**config.mk**
```make
export PLATFORM = sky130hd
export DESIGN_NAME = cfec_top
export DESIGN_NICKNAME = d
export VERILOG_FILES = /design/src/include/cfec_pkg.sv /design/src/cfec_top.sv
export VERILOG_INCLUDE_DIRS = /design/src /design/src/include
export SDC_FILE = /design/constraint.sdc
export NUM_CORES = 2
export LEC_CHECK = 0
export BUFFER_PORTS_ARGS = -buffer_cell sky130_fd_sc_hd__buf_2
export CAP_MARGIN = 10
export CORE_MARGIN = 5
export CORE_UTILIZATION = 45
export CTS_CLUSTER_DIAMETER = 30
export DETAILED_ROUTE_END_ITERATION = 6
export SYNTH_ARGS = -nofsm -noshare
export SYNTH_HDL_FRONTEND = slang
export SYNTH_SLANG_ARGS = --single-unit
export TNS_END_PERCENT = 50
```
**constraint.sdc**
```tcl
create_clock -name core_clk -period 9.9 [get_ports core_clk]
set_input_delay 1.98 -clock core_clk [delete_from_list [all_inputs] [get_ports core_clk]]
set_output_delay 1.98 -clock core_clk [all_outputs]
set_load 0.02 [all_outputs]
```
**src/include/cfec_defines.svh**
```systemverilog
`ifndef CFEC_DEFINES_SVH
`define CFEC_DEFINES_SVH

// Privileged register selects
`define CFEC_SEL_FILL_ADDR  3'h1
`define CFEC_SEL_FILL_CHK   3'h2
`define CFEC_SEL_TAG_SNAP   3'h3
`define CFEC_SEL_FILL_STAT  3'h4
`define CFEC_SEL_SCRATCH    3'h5

// Fill error address field
`define CFEC_ADDR_LSB       2
`define CFEC_ADDR_MSB       33
`define CFEC_ADDR_W         32

// Check-pattern and fill-status layout
`define CFEC_CHK_W          14
`define CFEC_SYN_W          7
`define CFEC_CHK_HI_LSB     7
`define CFEC_FSTAT_LSB      8

// Snapshot, scratch and pin-synchroniser sizing
`define CFEC_TAG_MAX        29
`define CFEC_TAG_DEF        21
`define CFEC_SCRATCH_N      32
`define CFEC_SYNC_N         3
`define CFEC_PIN_N          5

// Reset values of control state
`define CFEC_LOCK_RST       1'b0

`endif

```
**src/include/cfec_pkg.sv**
```systemverilog
`include "cfec_defines.svh"

package cfec_pkg;

  typedef logic [`CFEC_SYN_W-1:0] cfec_syn_t;

  // Fill status bits 14..8, msb first
  typedef struct packed {
    logic       fatal2;
    logic [1:0] qw;
    logic       istream;
    logic       par_flag;
    logic       crd;
    logic       ecc_flag;
  } cfec_fstat_t;

  // Tag snapshot, bit 0 is shifted out first
  typedef struct packed {
    logic                      hit;
    logic                      ctl_par;
    logic                      dirty;
    logic                      shared;
    logic                      valid;
    logic [`CFEC_TAG_MAX-1:0]  tag;
    logic                      adr_par;
  } cfec_snap_t;

  // Single-bit data error codes, index is the data bit
  localparam cfec_syn_t CFEC_SYN_TAB [32] = '{
    7'h4f, 7'h4a, 7'h52, 7'h54, 7'h57, 7'h58, 7'h5b, 7'h5d,
    7'h23, 7'h25, 7'h26, 7'h29, 7'h2a, 7'h2c, 7'h31, 7'h34,
    7'h0e, 7'h0b, 7'h13, 7'h15, 7'h16, 7'h19, 7'h1a, 7'h1c,
    7'h62, 7'h64, 7'h67, 7'h68, 7'h6b, 7'h6d, 7'h70, 7'h75};

  typedef struct packed {
    logic [`CFEC_SYNC_N-1:0][`CFEC_PIN_N-1:0] sync;
    logic [`CFEC_PIN_N-1:0]                   pins;
    logic                                     fill_lock;
    logic                                     tag_lock;
    logic [`CFEC_ADDR_W-1:0]                  faddr;
    logic [`CFEC_CHK_W-1:0]                   chk;
    cfec_fstat_t                              fstat;
    cfec_snap_t                               snap;
    logic [`CFEC_SCRATCH_N-1:0][63:0]         scratch;
    logic [63:0]                              rd_data;
    logic                                     rd_valid;
  } cfec_state_t;

endpackage

```
**src/cfec_top.sv**
```systemverilog
`timescale 1ns/100ps
`include "cfec_defines.svh"
// Notes on behaviour
// - Fill error address is read-only, valid while a fill error flag is set.
// - Reading fill address unlocks it, fill status and check pattern.
// - Address bits 33:5 name the 32-byte block being fetched.
// - Bits 4:2 hold load address bits on data fills, unpredictable otherwise.
// - Fill address bits 63:34 and 1:0 read as zero.
// - Check-pattern register is read-only with 14 meaningful bits.
// - ECC mode: fill ECC error captures and locks the quadword syndromes.
// - Lower longword syndrome in bits 6:0, upper in bits 13:7.
// - Zero syndrome means that longword had no error.
// - Single-bit errors give fixed codes; check bits give one-hot codes.
// - Parity mode: bit 0 marks bad lower longword, bit 7 bad upper.
// - Parity mode: check-pattern bits 13:8 and 6:1 read zero.
// - Unlocked tag snapshot reloads on every off-chip tag probe.
// - Snapshot locks on tag, tag-control or fill data error.
// - Snapshot read returns bit 0, then shifts right one place.
// - Writing the snapshot register unlocks it.
// - Tag bits unused for the configured cache size read clear.
// - Snapshot captures tag pins at a probe or fill error, hit flag only at a probe.
// - Tag field holds the tag currently probed.
// - Thirty-two 64-bit scratch registers reached by privileged moves.
// - Fill error locks fill status and latches the failing address.
module cfec_top #(
  parameter int TAG_W = `CFEC_TAG_DEF
) (
  input  wire logic                        core_clk,
  input  wire logic                        reset,
  input  wire logic                        priv_rd,
  input  wire logic                        priv_wr,
  input  wire logic [2:0]                  priv_sel,
  input  wire logic [4:0]                  scratch_idx,
  input  wire logic [63:0]                 priv_wdata,
  output logic      [63:0]                 priv_rdata,
  output logic                             priv_rvalid,
  input  wire logic                        fill_valid,
  input  wire logic                        fill_ecc_mode,
  input  wire logic                        fill_istream,
  input  wire logic [1:0]                  fill_qw,
  input  wire logic [`CFEC_ADDR_MSB:`CFEC_ADDR_LSB] fill_addr,
  input  wire logic [63:0]                 fill_data,
  input  wire logic [`CFEC_CHK_W-1:0]      fill_check,
  input  wire logic                        probe_valid,
  input  wire logic [TAG_W-1:0]            probe_tag,
  input  wire logic                        probe_hit,
  input  wire logic                        probe_tag_perr,
  input  wire logic                        probe_ctl_perr,
  input  wire logic [2:0]                  offchip_cache_size,
  input  wire logic                        tag_address_parity_pin,
  input  wire logic                        tag_valid_pin,
  input  wire logic                        tag_shared_pin,
  input  wire logic                        tag_dirty_pin,
  input  wire logic                        tag_control_parity_pin,
  output logic                             fill_lock_out,
  output logic                             tag_lock_out
);

  // Elaboration check: the snapshot tag field cannot hold more than CFEC_TAG_MAX bits
  if (TAG_W < 1 || TAG_W > `CFEC_TAG_MAX)
  begin : g_tag_w_bad
    $error("TAG_W out of range");
  end

  cfec_pkg::cfec_state_t s_q;
  cfec_pkg::cfec_state_t s_d;

  ////////////////////////////////////////////////////////////////////////////////
  // Syndrome generator: columns of the check matrix are the single-bit codes
  function automatic cfec_pkg::cfec_syn_t gen_syn(input logic [31:0] d,
                                                  input cfec_pkg::cfec_syn_t c);
    cfec_pkg::cfec_syn_t s;
    s = c;
    for (int i = 0; i < 32; i++)
    begin
      if (d[i])
        s = s ^ cfec_pkg::CFEC_SYN_TAB[i];
    end
    return s;
  endfunction

  // Zero, one-hot (check bit) or a table code is a single-bit case
  function automatic logic is_corr(input cfec_pkg::cfec_syn_t s);
    logic m;
    m = (s == 7'h00) || $onehot(s);
    for (int i = 0; i < 32; i++)
    begin
      if (s == cfec_pkg::CFEC_SYN_TAB[i])
        m = 1'b1;
    end
    return m;
  endfunction

  ////////////////////////////////////////////////////////////////////////////////
  // Error detection on each incoming fill quadword
  cfec_pkg::cfec_syn_t syn_lo;
  cfec_pkg::cfec_syn_t syn_hi;
  logic                par_lo;
  logic                par_hi;
  logic                ecc_err;
  logic                par_err;
  logic                fill_err;
  logic                multibit;
  logic                fill_rd;
  logic                tag_rd;
  logic                tag_wr;
  logic                tag_lock_ev;
  logic [TAG_W-1:0]    tag_mask;

  assign syn_lo   = gen_syn(fill_data[31:0], fill_check[`CFEC_SYN_W-1:0]);
  assign syn_hi   = gen_syn(fill_data[63:32], fill_check[`CFEC_CHK_W-1:`CFEC_CHK_HI_LSB]);
  assign par_lo   = ^{fill_data[31:0], fill_check[0]};                      // Even parity
  assign par_hi   = ^{fill_data[63:32], fill_check[`CFEC_CHK_HI_LSB]};
  assign ecc_err  = fill_ecc_mode && (syn_lo != 7'h00 || syn_hi != 7'h00);
  assign par_err  = !fill_ecc_mode && (par_lo || par_hi);
  assign fill_err = fill_valid && (ecc_err || par_err);
  assign multibit = ecc_err && !(is_corr(syn_lo) && is_corr(syn_hi));
  assign fill_rd  = priv_rd && priv_sel == `CFEC_SEL_FILL_ADDR;
  assign tag_rd   = priv_rd && priv_sel == `CFEC_SEL_TAG_SNAP;
  assign tag_wr   = priv_wr && priv_sel == `CFEC_SEL_TAG_SNAP;
  assign tag_lock_ev = (probe_valid && (probe_tag_perr || probe_ctl_perr)) || fill_err;
  // Larger caches index deeper, so the low tag bits fall away
  assign tag_mask = {TAG_W{1'b1}} << offchip_cache_size;

  ////////////////////////////////////////////////////////////////////////////////
  // Next-state logic for the whole block
  always_comb
  begin
    s_d = s_q;
    s_d.rd_valid = priv_rd;
    s_d.rd_data  = 64'h0;
    // Pin synchroniser; a level is taken once stages two and three agree
    s_d.sync[0] = {tag_control_parity_pin, tag_dirty_pin, tag_shared_pin,
                   tag_valid_pin, tag_address_parity_pin};
    s_d.sync[1] = s_q.sync[0];
    s_d.sync[2] = s_q.sync[1];
    for (int b = 0; b < `CFEC_PIN_N; b++)
    begin
      if (s_q.sync[1][b] == s_q.sync[2][b])
        s_d.pins[b] = s_q.sync[2][b];
    end

    // Register reads, answered one cycle later
    case (priv_sel)
      `CFEC_SEL_FILL_ADDR:
        s_d.rd_data = {30'h0, s_q.faddr, 2'h0};
      `CFEC_SEL_FILL_CHK:
        s_d.rd_data = {50'h0, s_q.chk};
      `CFEC_SEL_TAG_SNAP:
        s_d.rd_data = {63'h0, s_q.snap[0]};
      `CFEC_SEL_FILL_STAT:
        s_d.rd_data = {49'h0, s_q.fstat, 8'h0};
      `CFEC_SEL_SCRATCH:
        s_d.rd_data = s_q.scratch[scratch_idx];
      default:
        s_d.rd_data = 64'h0;
    endcase
    // Idle cycles return zero, so no stale register shows on the bus
    if (!priv_rd)
      s_d.rd_data = 64'h0;

    // Fill address read reopens the fill capture
    if (fill_rd)
    begin
      s_d.fill_lock    = `CFEC_LOCK_RST;
      s_d.fstat.fatal2 = 1'b0;
    end

    // Capture after the unlock, so an error in the reading cycle is kept
    if (fill_err)
    begin
      if (!s_d.fill_lock)
      begin
        s_d.fill_lock      = 1'b1;
        s_d.faddr          = fill_addr;
        s_d.fstat.ecc_flag = ecc_err;
        s_d.fstat.par_flag = par_err;
        s_d.fstat.crd      = ecc_err && !multibit;
        s_d.fstat.istream  = fill_istream;
        s_d.fstat.qw       = fill_qw;
        s_d.fstat.fatal2   = 1'b0;                                           // Nothing stacked yet
        if (fill_ecc_mode)
          s_d.chk = {syn_hi, syn_lo};
        else
          s_d.chk = {6'h0, par_hi, 6'h0, par_lo};
      end
      else if (multibit || par_err)
        s_d.fstat.fatal2 = 1'b1;
    end

    // Serial read-out of the snapshot; locked content shifts too
    if (tag_rd)
      s_d.snap = s_q.snap >> 1;
    if (tag_wr)
      s_d.tag_lock = `CFEC_LOCK_RST;

    // Probe load; an erroring probe is loaded and then held
    if (!s_d.tag_lock)
    begin
      if (probe_valid)
      begin
        s_d.snap.tag = '0;
        s_d.snap.tag[TAG_W-1:0] = probe_tag & tag_mask;
        s_d.snap.hit = probe_hit;
      end
      if (probe_valid || fill_err)
      begin
        s_d.snap.adr_par = s_q.pins[0];
        s_d.snap.valid   = s_q.pins[1];
        s_d.snap.shared  = s_q.pins[2];
        s_d.snap.dirty   = s_q.pins[3];
        s_d.snap.ctl_par = s_q.pins[4];
      end
      if (tag_lock_ev)
        s_d.tag_lock = 1'b1;
    end

    if (priv_wr && priv_sel == `CFEC_SEL_SCRATCH)
      s_d.scratch[scratch_idx] = priv_wdata;
  end

  ////////////////////////////////////////////////////////////////////////////////
  // State register; captured error data survives reset on purpose
  always_ff @(posedge core_clk or posedge reset)
  begin
    if (reset)
    begin
      s_q.sync      <= '0;
      s_q.pins      <= '0;
      s_q.fill_lock <= `CFEC_LOCK_RST;
      s_q.tag_lock  <= `CFEC_LOCK_RST;
      s_q.rd_data   <= 64'h0;
      s_q.rd_valid  <= 1'b0;
    end
    else
      s_q <= s_d;
  end

  assign priv_rdata    = s_q.rd_data;
  assign priv_rvalid   = s_q.rd_valid;
  assign fill_lock_out = s_q.fill_lock;
  assign tag_lock_out  = s_q.tag_lock;
endmodule // cfec_top

```
==> impl_metrics.tcl <==
set metrics [dict create \
    synth_top_area_share_pct 74.8 \
    gr-usage-all-layers_pct 23.1 \
    final_util_pct 55.8 \
    worstSetupStartpoint "priv_sel[0]" \
    rows 160 \
    area_growth_syn_to_layout_pct 23.5 \
    r2r_setup_slack_ps 7440 \
    critPathLaunchType "input port" \
    slew_violations 0 \
    post_cts_resized 0 \
    insertion_delay_ps 980 \
    via_count 43700 \
    path_max_fanout 27 \
    synthesis.area_um2 85700 \
    io_pins 291 \
    yosys_register_bits 2223 \
    max_cap_viol_count 0 \
    coreArea_um2 190000 \
    drive_above_1_share_pct 35.1 \
    cp-end-kind "register" \
    finClkSkew_ps 59.2 \
    path_cells "buf_2, nor2b_1, and2_2, buf_4, and3_1, nand3_1, nor2_4, buf_4" \
    syn_inst 3903 \
    total_power_mw 27.4 \
    start_util_pct 45.2 \
    max_freq_mhz 170 \
    syn_nets 4143 \
    p_per_area_nw_per_um2 259 \
    path_common_cell "buf_4" \
    synth.distinct_cells 57 \
    die_height_um 446 \
    avgSynthCellArea_um2 22.0 \
    grt_first_pass_wirelength_um 327000 \
    cp_num_buf_inv 3 \
    finalHoldViolations 0 \
    wl_um 231000 \
    post_cts_buffers 0 \
    worstRegToRegCells 7 \
    r2r-start "s_q[1551]" \
    yosys_warnings 0 \
    worstSetupPathType "in -> reg" \
    fin_tns_setup_ps 0 \
    min_period_over_period_pct 59.4 \
    slew_headroom_pct 25.4 \
    grt_pass1_vias 45100 \
    drc 0 \
    path_delay_family "simple AND/OR/NAND/NOR gates" \
    period_needed_ps 5890 \
    drtPass1Iterations 5 \
    outcome "complete, no violations" \
    grt_max_degree 110 \
    slowest_stage "nor2_4" \
    hold_ws_ps 351 \
    cts_tree "built" \
    clock-sinks 2223 \
    min_path_cells 0 \
    required_ps 10440 \
    io_buffer_count 290 \
    synthTopCellsByArea "edfxtp_1 75%, mux4_2 13%, dfrtp_1 2.5%" \
    arrival_ps 6420 \
    dieArea_um2 199000 \
    rr_endpoint "priv_rdata[14]" \
    clkTransAtPathRegs_ps 40 \
    hold-path-endpoint "s_d[2218]" \
    cts_root_buffer "clkbuf_16" \
    hp-class "reg -> reg" \
    antenna_left 0 \
    nNetsFinal 4708 \
    gp_congestion 0.807 \
    setup_viol 0 \
    place_hpwl_um 118000 \
    antenna_found_initial 31 \
    grt_overflow 0 \
    numCtsBuffers 451 \
    max_stage_delay_ps 1140 \
    finalInstanceArea_um2 106000 \
    synth_largest_area_cell "edfxtp_1" \
    seq_area_frac_synth_pct 77.4 \
    ys.flop_type "edfxtp_1" \
    tightestPinTransition_ps 1120 \
    clockBufferDepth 4 \
    drtIter0Drc 4878 \
    rsz0062_at_grt "false" \
    via_per_inst 5.94 \
    hold_start "s_d[2213]" \
    placed_cell_area_um2 90300 \
    cts_hold_buf 0 \
    htree_levels 5 \
    die_x_um 446 \
    synth_edf_count 2136 \
    leakagePower_nw 35.2 \
    synthArstFlopShare_pct 3.91 \
    wl_per_cell_um 31.4 \
    ir_drop_v 0.000209 \
]
synthesized netlist by cell type, types with 2 or more instances:
| cell type | number |
|---|---|
| xnor2_1 | 89 |
| nand4b_1 | 2 |
| o221ai_1 | 4 |
| or2_2 | 4 |
| xnor3_1 | 18 |
| a22oi_1 | 212 |
| mux4_2 | 513 |
| nand3_1 | 14 |
| a31oi_1 | 46 |
| maj3_1 | 5 |
| o21ai_0 | 24 |
| xor2_1 | 30 |
| and2_1 | 9 |
| ha_1 | 8 |
| or3_1 | 2 |
| nand4_1 | 33 |
| nor3_1 | 6 |
| a221oi_1 | 37 |
| edfxtp_1 | 2136 |
| a21oi_1 | 25 |
| buf_4 | 64 |
| a22o_1 | 32 |
| inv_1 | 15 |
| buf_1 | 50 |
| fa_1 | 8 |
| xor3_1 | 6 |
| mux2_2 | 8 |
| nand2_1 | 90 |
| buf_2 | 8 |
| nor2b_1 | 8 |
| dfrtp_1 | 87 |
| mux2_4 | 5 |
| nor2_1 | 110 |
| o211ai_1 | 2 |
| and3_1 | 6 |
| mux2i_1 | 15 |
| clkbuf_1 | 146 |
| nand3b_1 | 4 |
| xnor2_2 | 4 |
placed cells by master (no fill, tap or decap), types with 7 or more instances in the layout:
cell type	Yosys	layout
a21oi_1	25	25
a221oi_1	37	37
a22o_1	32	32
a22oi_1	212	212
a31oi_1	46	46
buf_12	0	19
buf_2	8	288
buf_4	64	71
bufinv_16	0	71
clkbuf_1	146	34
clkbuf_16	0	459
clkbuf_8	0	8
clkinv_1	0	60
clkinv_2	0	70
clkinv_4	0	43
clkinvlp_4	0	51
dfrtp_1	87	87
diode_2	0	12
edfxtp_1	2136	2136
fa_1	8	8
ha_1	8	8
inv_1	15	14
inv_6	0	28
mux2_2	8	8
mux2i_1	15	15
mux4_2	513	513
nand2_1	90	88
nand3_1	14	14
nand4_1	33	33
nor2_1	110	76
nor2_4	0	34
nor2b_1	8	7
o21ai_0	24	24
xnor2_1	89	89
xnor3_1	18	18
xor2_1	30	30
how the worst max path moves through the flow:
stage | depth (start not counted) | end
2_1_floorplan | 5 | s_q[1857]
3_3_place_gp | 8 | s_q[292]
3_5_place_dp | 8 | s_q[299]
4_1_cts | 8 | s_q[320]
5_1_grt | 8 | s_q[320]
6_report | 8 | s_q[320]
kinds of logic after synthesis:
family                   after synthesis  synth area share (%)
AO/OA/AOI/OAI                        391                  3.35
XOR/XNOR                             149                  1.99
adder cells (fa/ha/maj)               21                 0.362
buffers and inverters                284                  1.54
flip-flops                          2223                  77.4
multiplexers                         541                  13.8
AND/OR/NAND/NOR                      294                  1.56
metal layers:
metal  up-vias  GRT usage [%]  part of all wire, %
met5         -              0                0.036
met4        12           8.59                  3.3
met3       427           5.78                  8.9
met1     23400           31.0                   39
met2      2223           37.0                   49
li1      17700              -                    -
report_power, final:
group | switching [mW] | leakage [nW] | internal [mW] | total [mW]
clock network | 4.88 | 7.47 | 10.3 | 15.2
registers | 0.0208 | 20.4 | 10.4 | 10.4
logic | 1.05 | 7.35 | 0.749 | 1.80
total | 5.95 | 35.2 | 21.5 | 27.4
state kept, by name (all words and copies together) (netlist names):
| signal | flops |
|---|---|
| s_q | 2146 |
| priv_rdata | 64 |
| s_d | 10 |
| fill_lock_out | 1 |
| priv_rvalid | 1 |
| tag_lock_out | 1 |
area by class of cell:
cell class	count	area (um^2)
Clock inverter	326	3780
Antenna cell	12	30.0
Clock buffer	501	11700
Fill cell	14000	83900
Timing Repair Buffer	380	2380
Tap cell	2511	3140
Multi-Input combinational cell	1396	18400
Inverter	16	65.1
Sequential cell	2223	66300
per-stage QoR:
stage	worst slack, ps	cells
detailed placement	3200	6526
floorplan	1370	3903
CTS	4150	7353
global route	3960	7361
global placement	3270	6526
finish	4010	7365
worst register-to-register path, delay by kind of cell, from the launching register on:
family,cells,cell delay [ps]
AOI/OAI and AO/OA,4,920
DFF,1,380
muxes,1,510
and+or+nand+nor,2,530
Power figures use the tool's default switching activity.
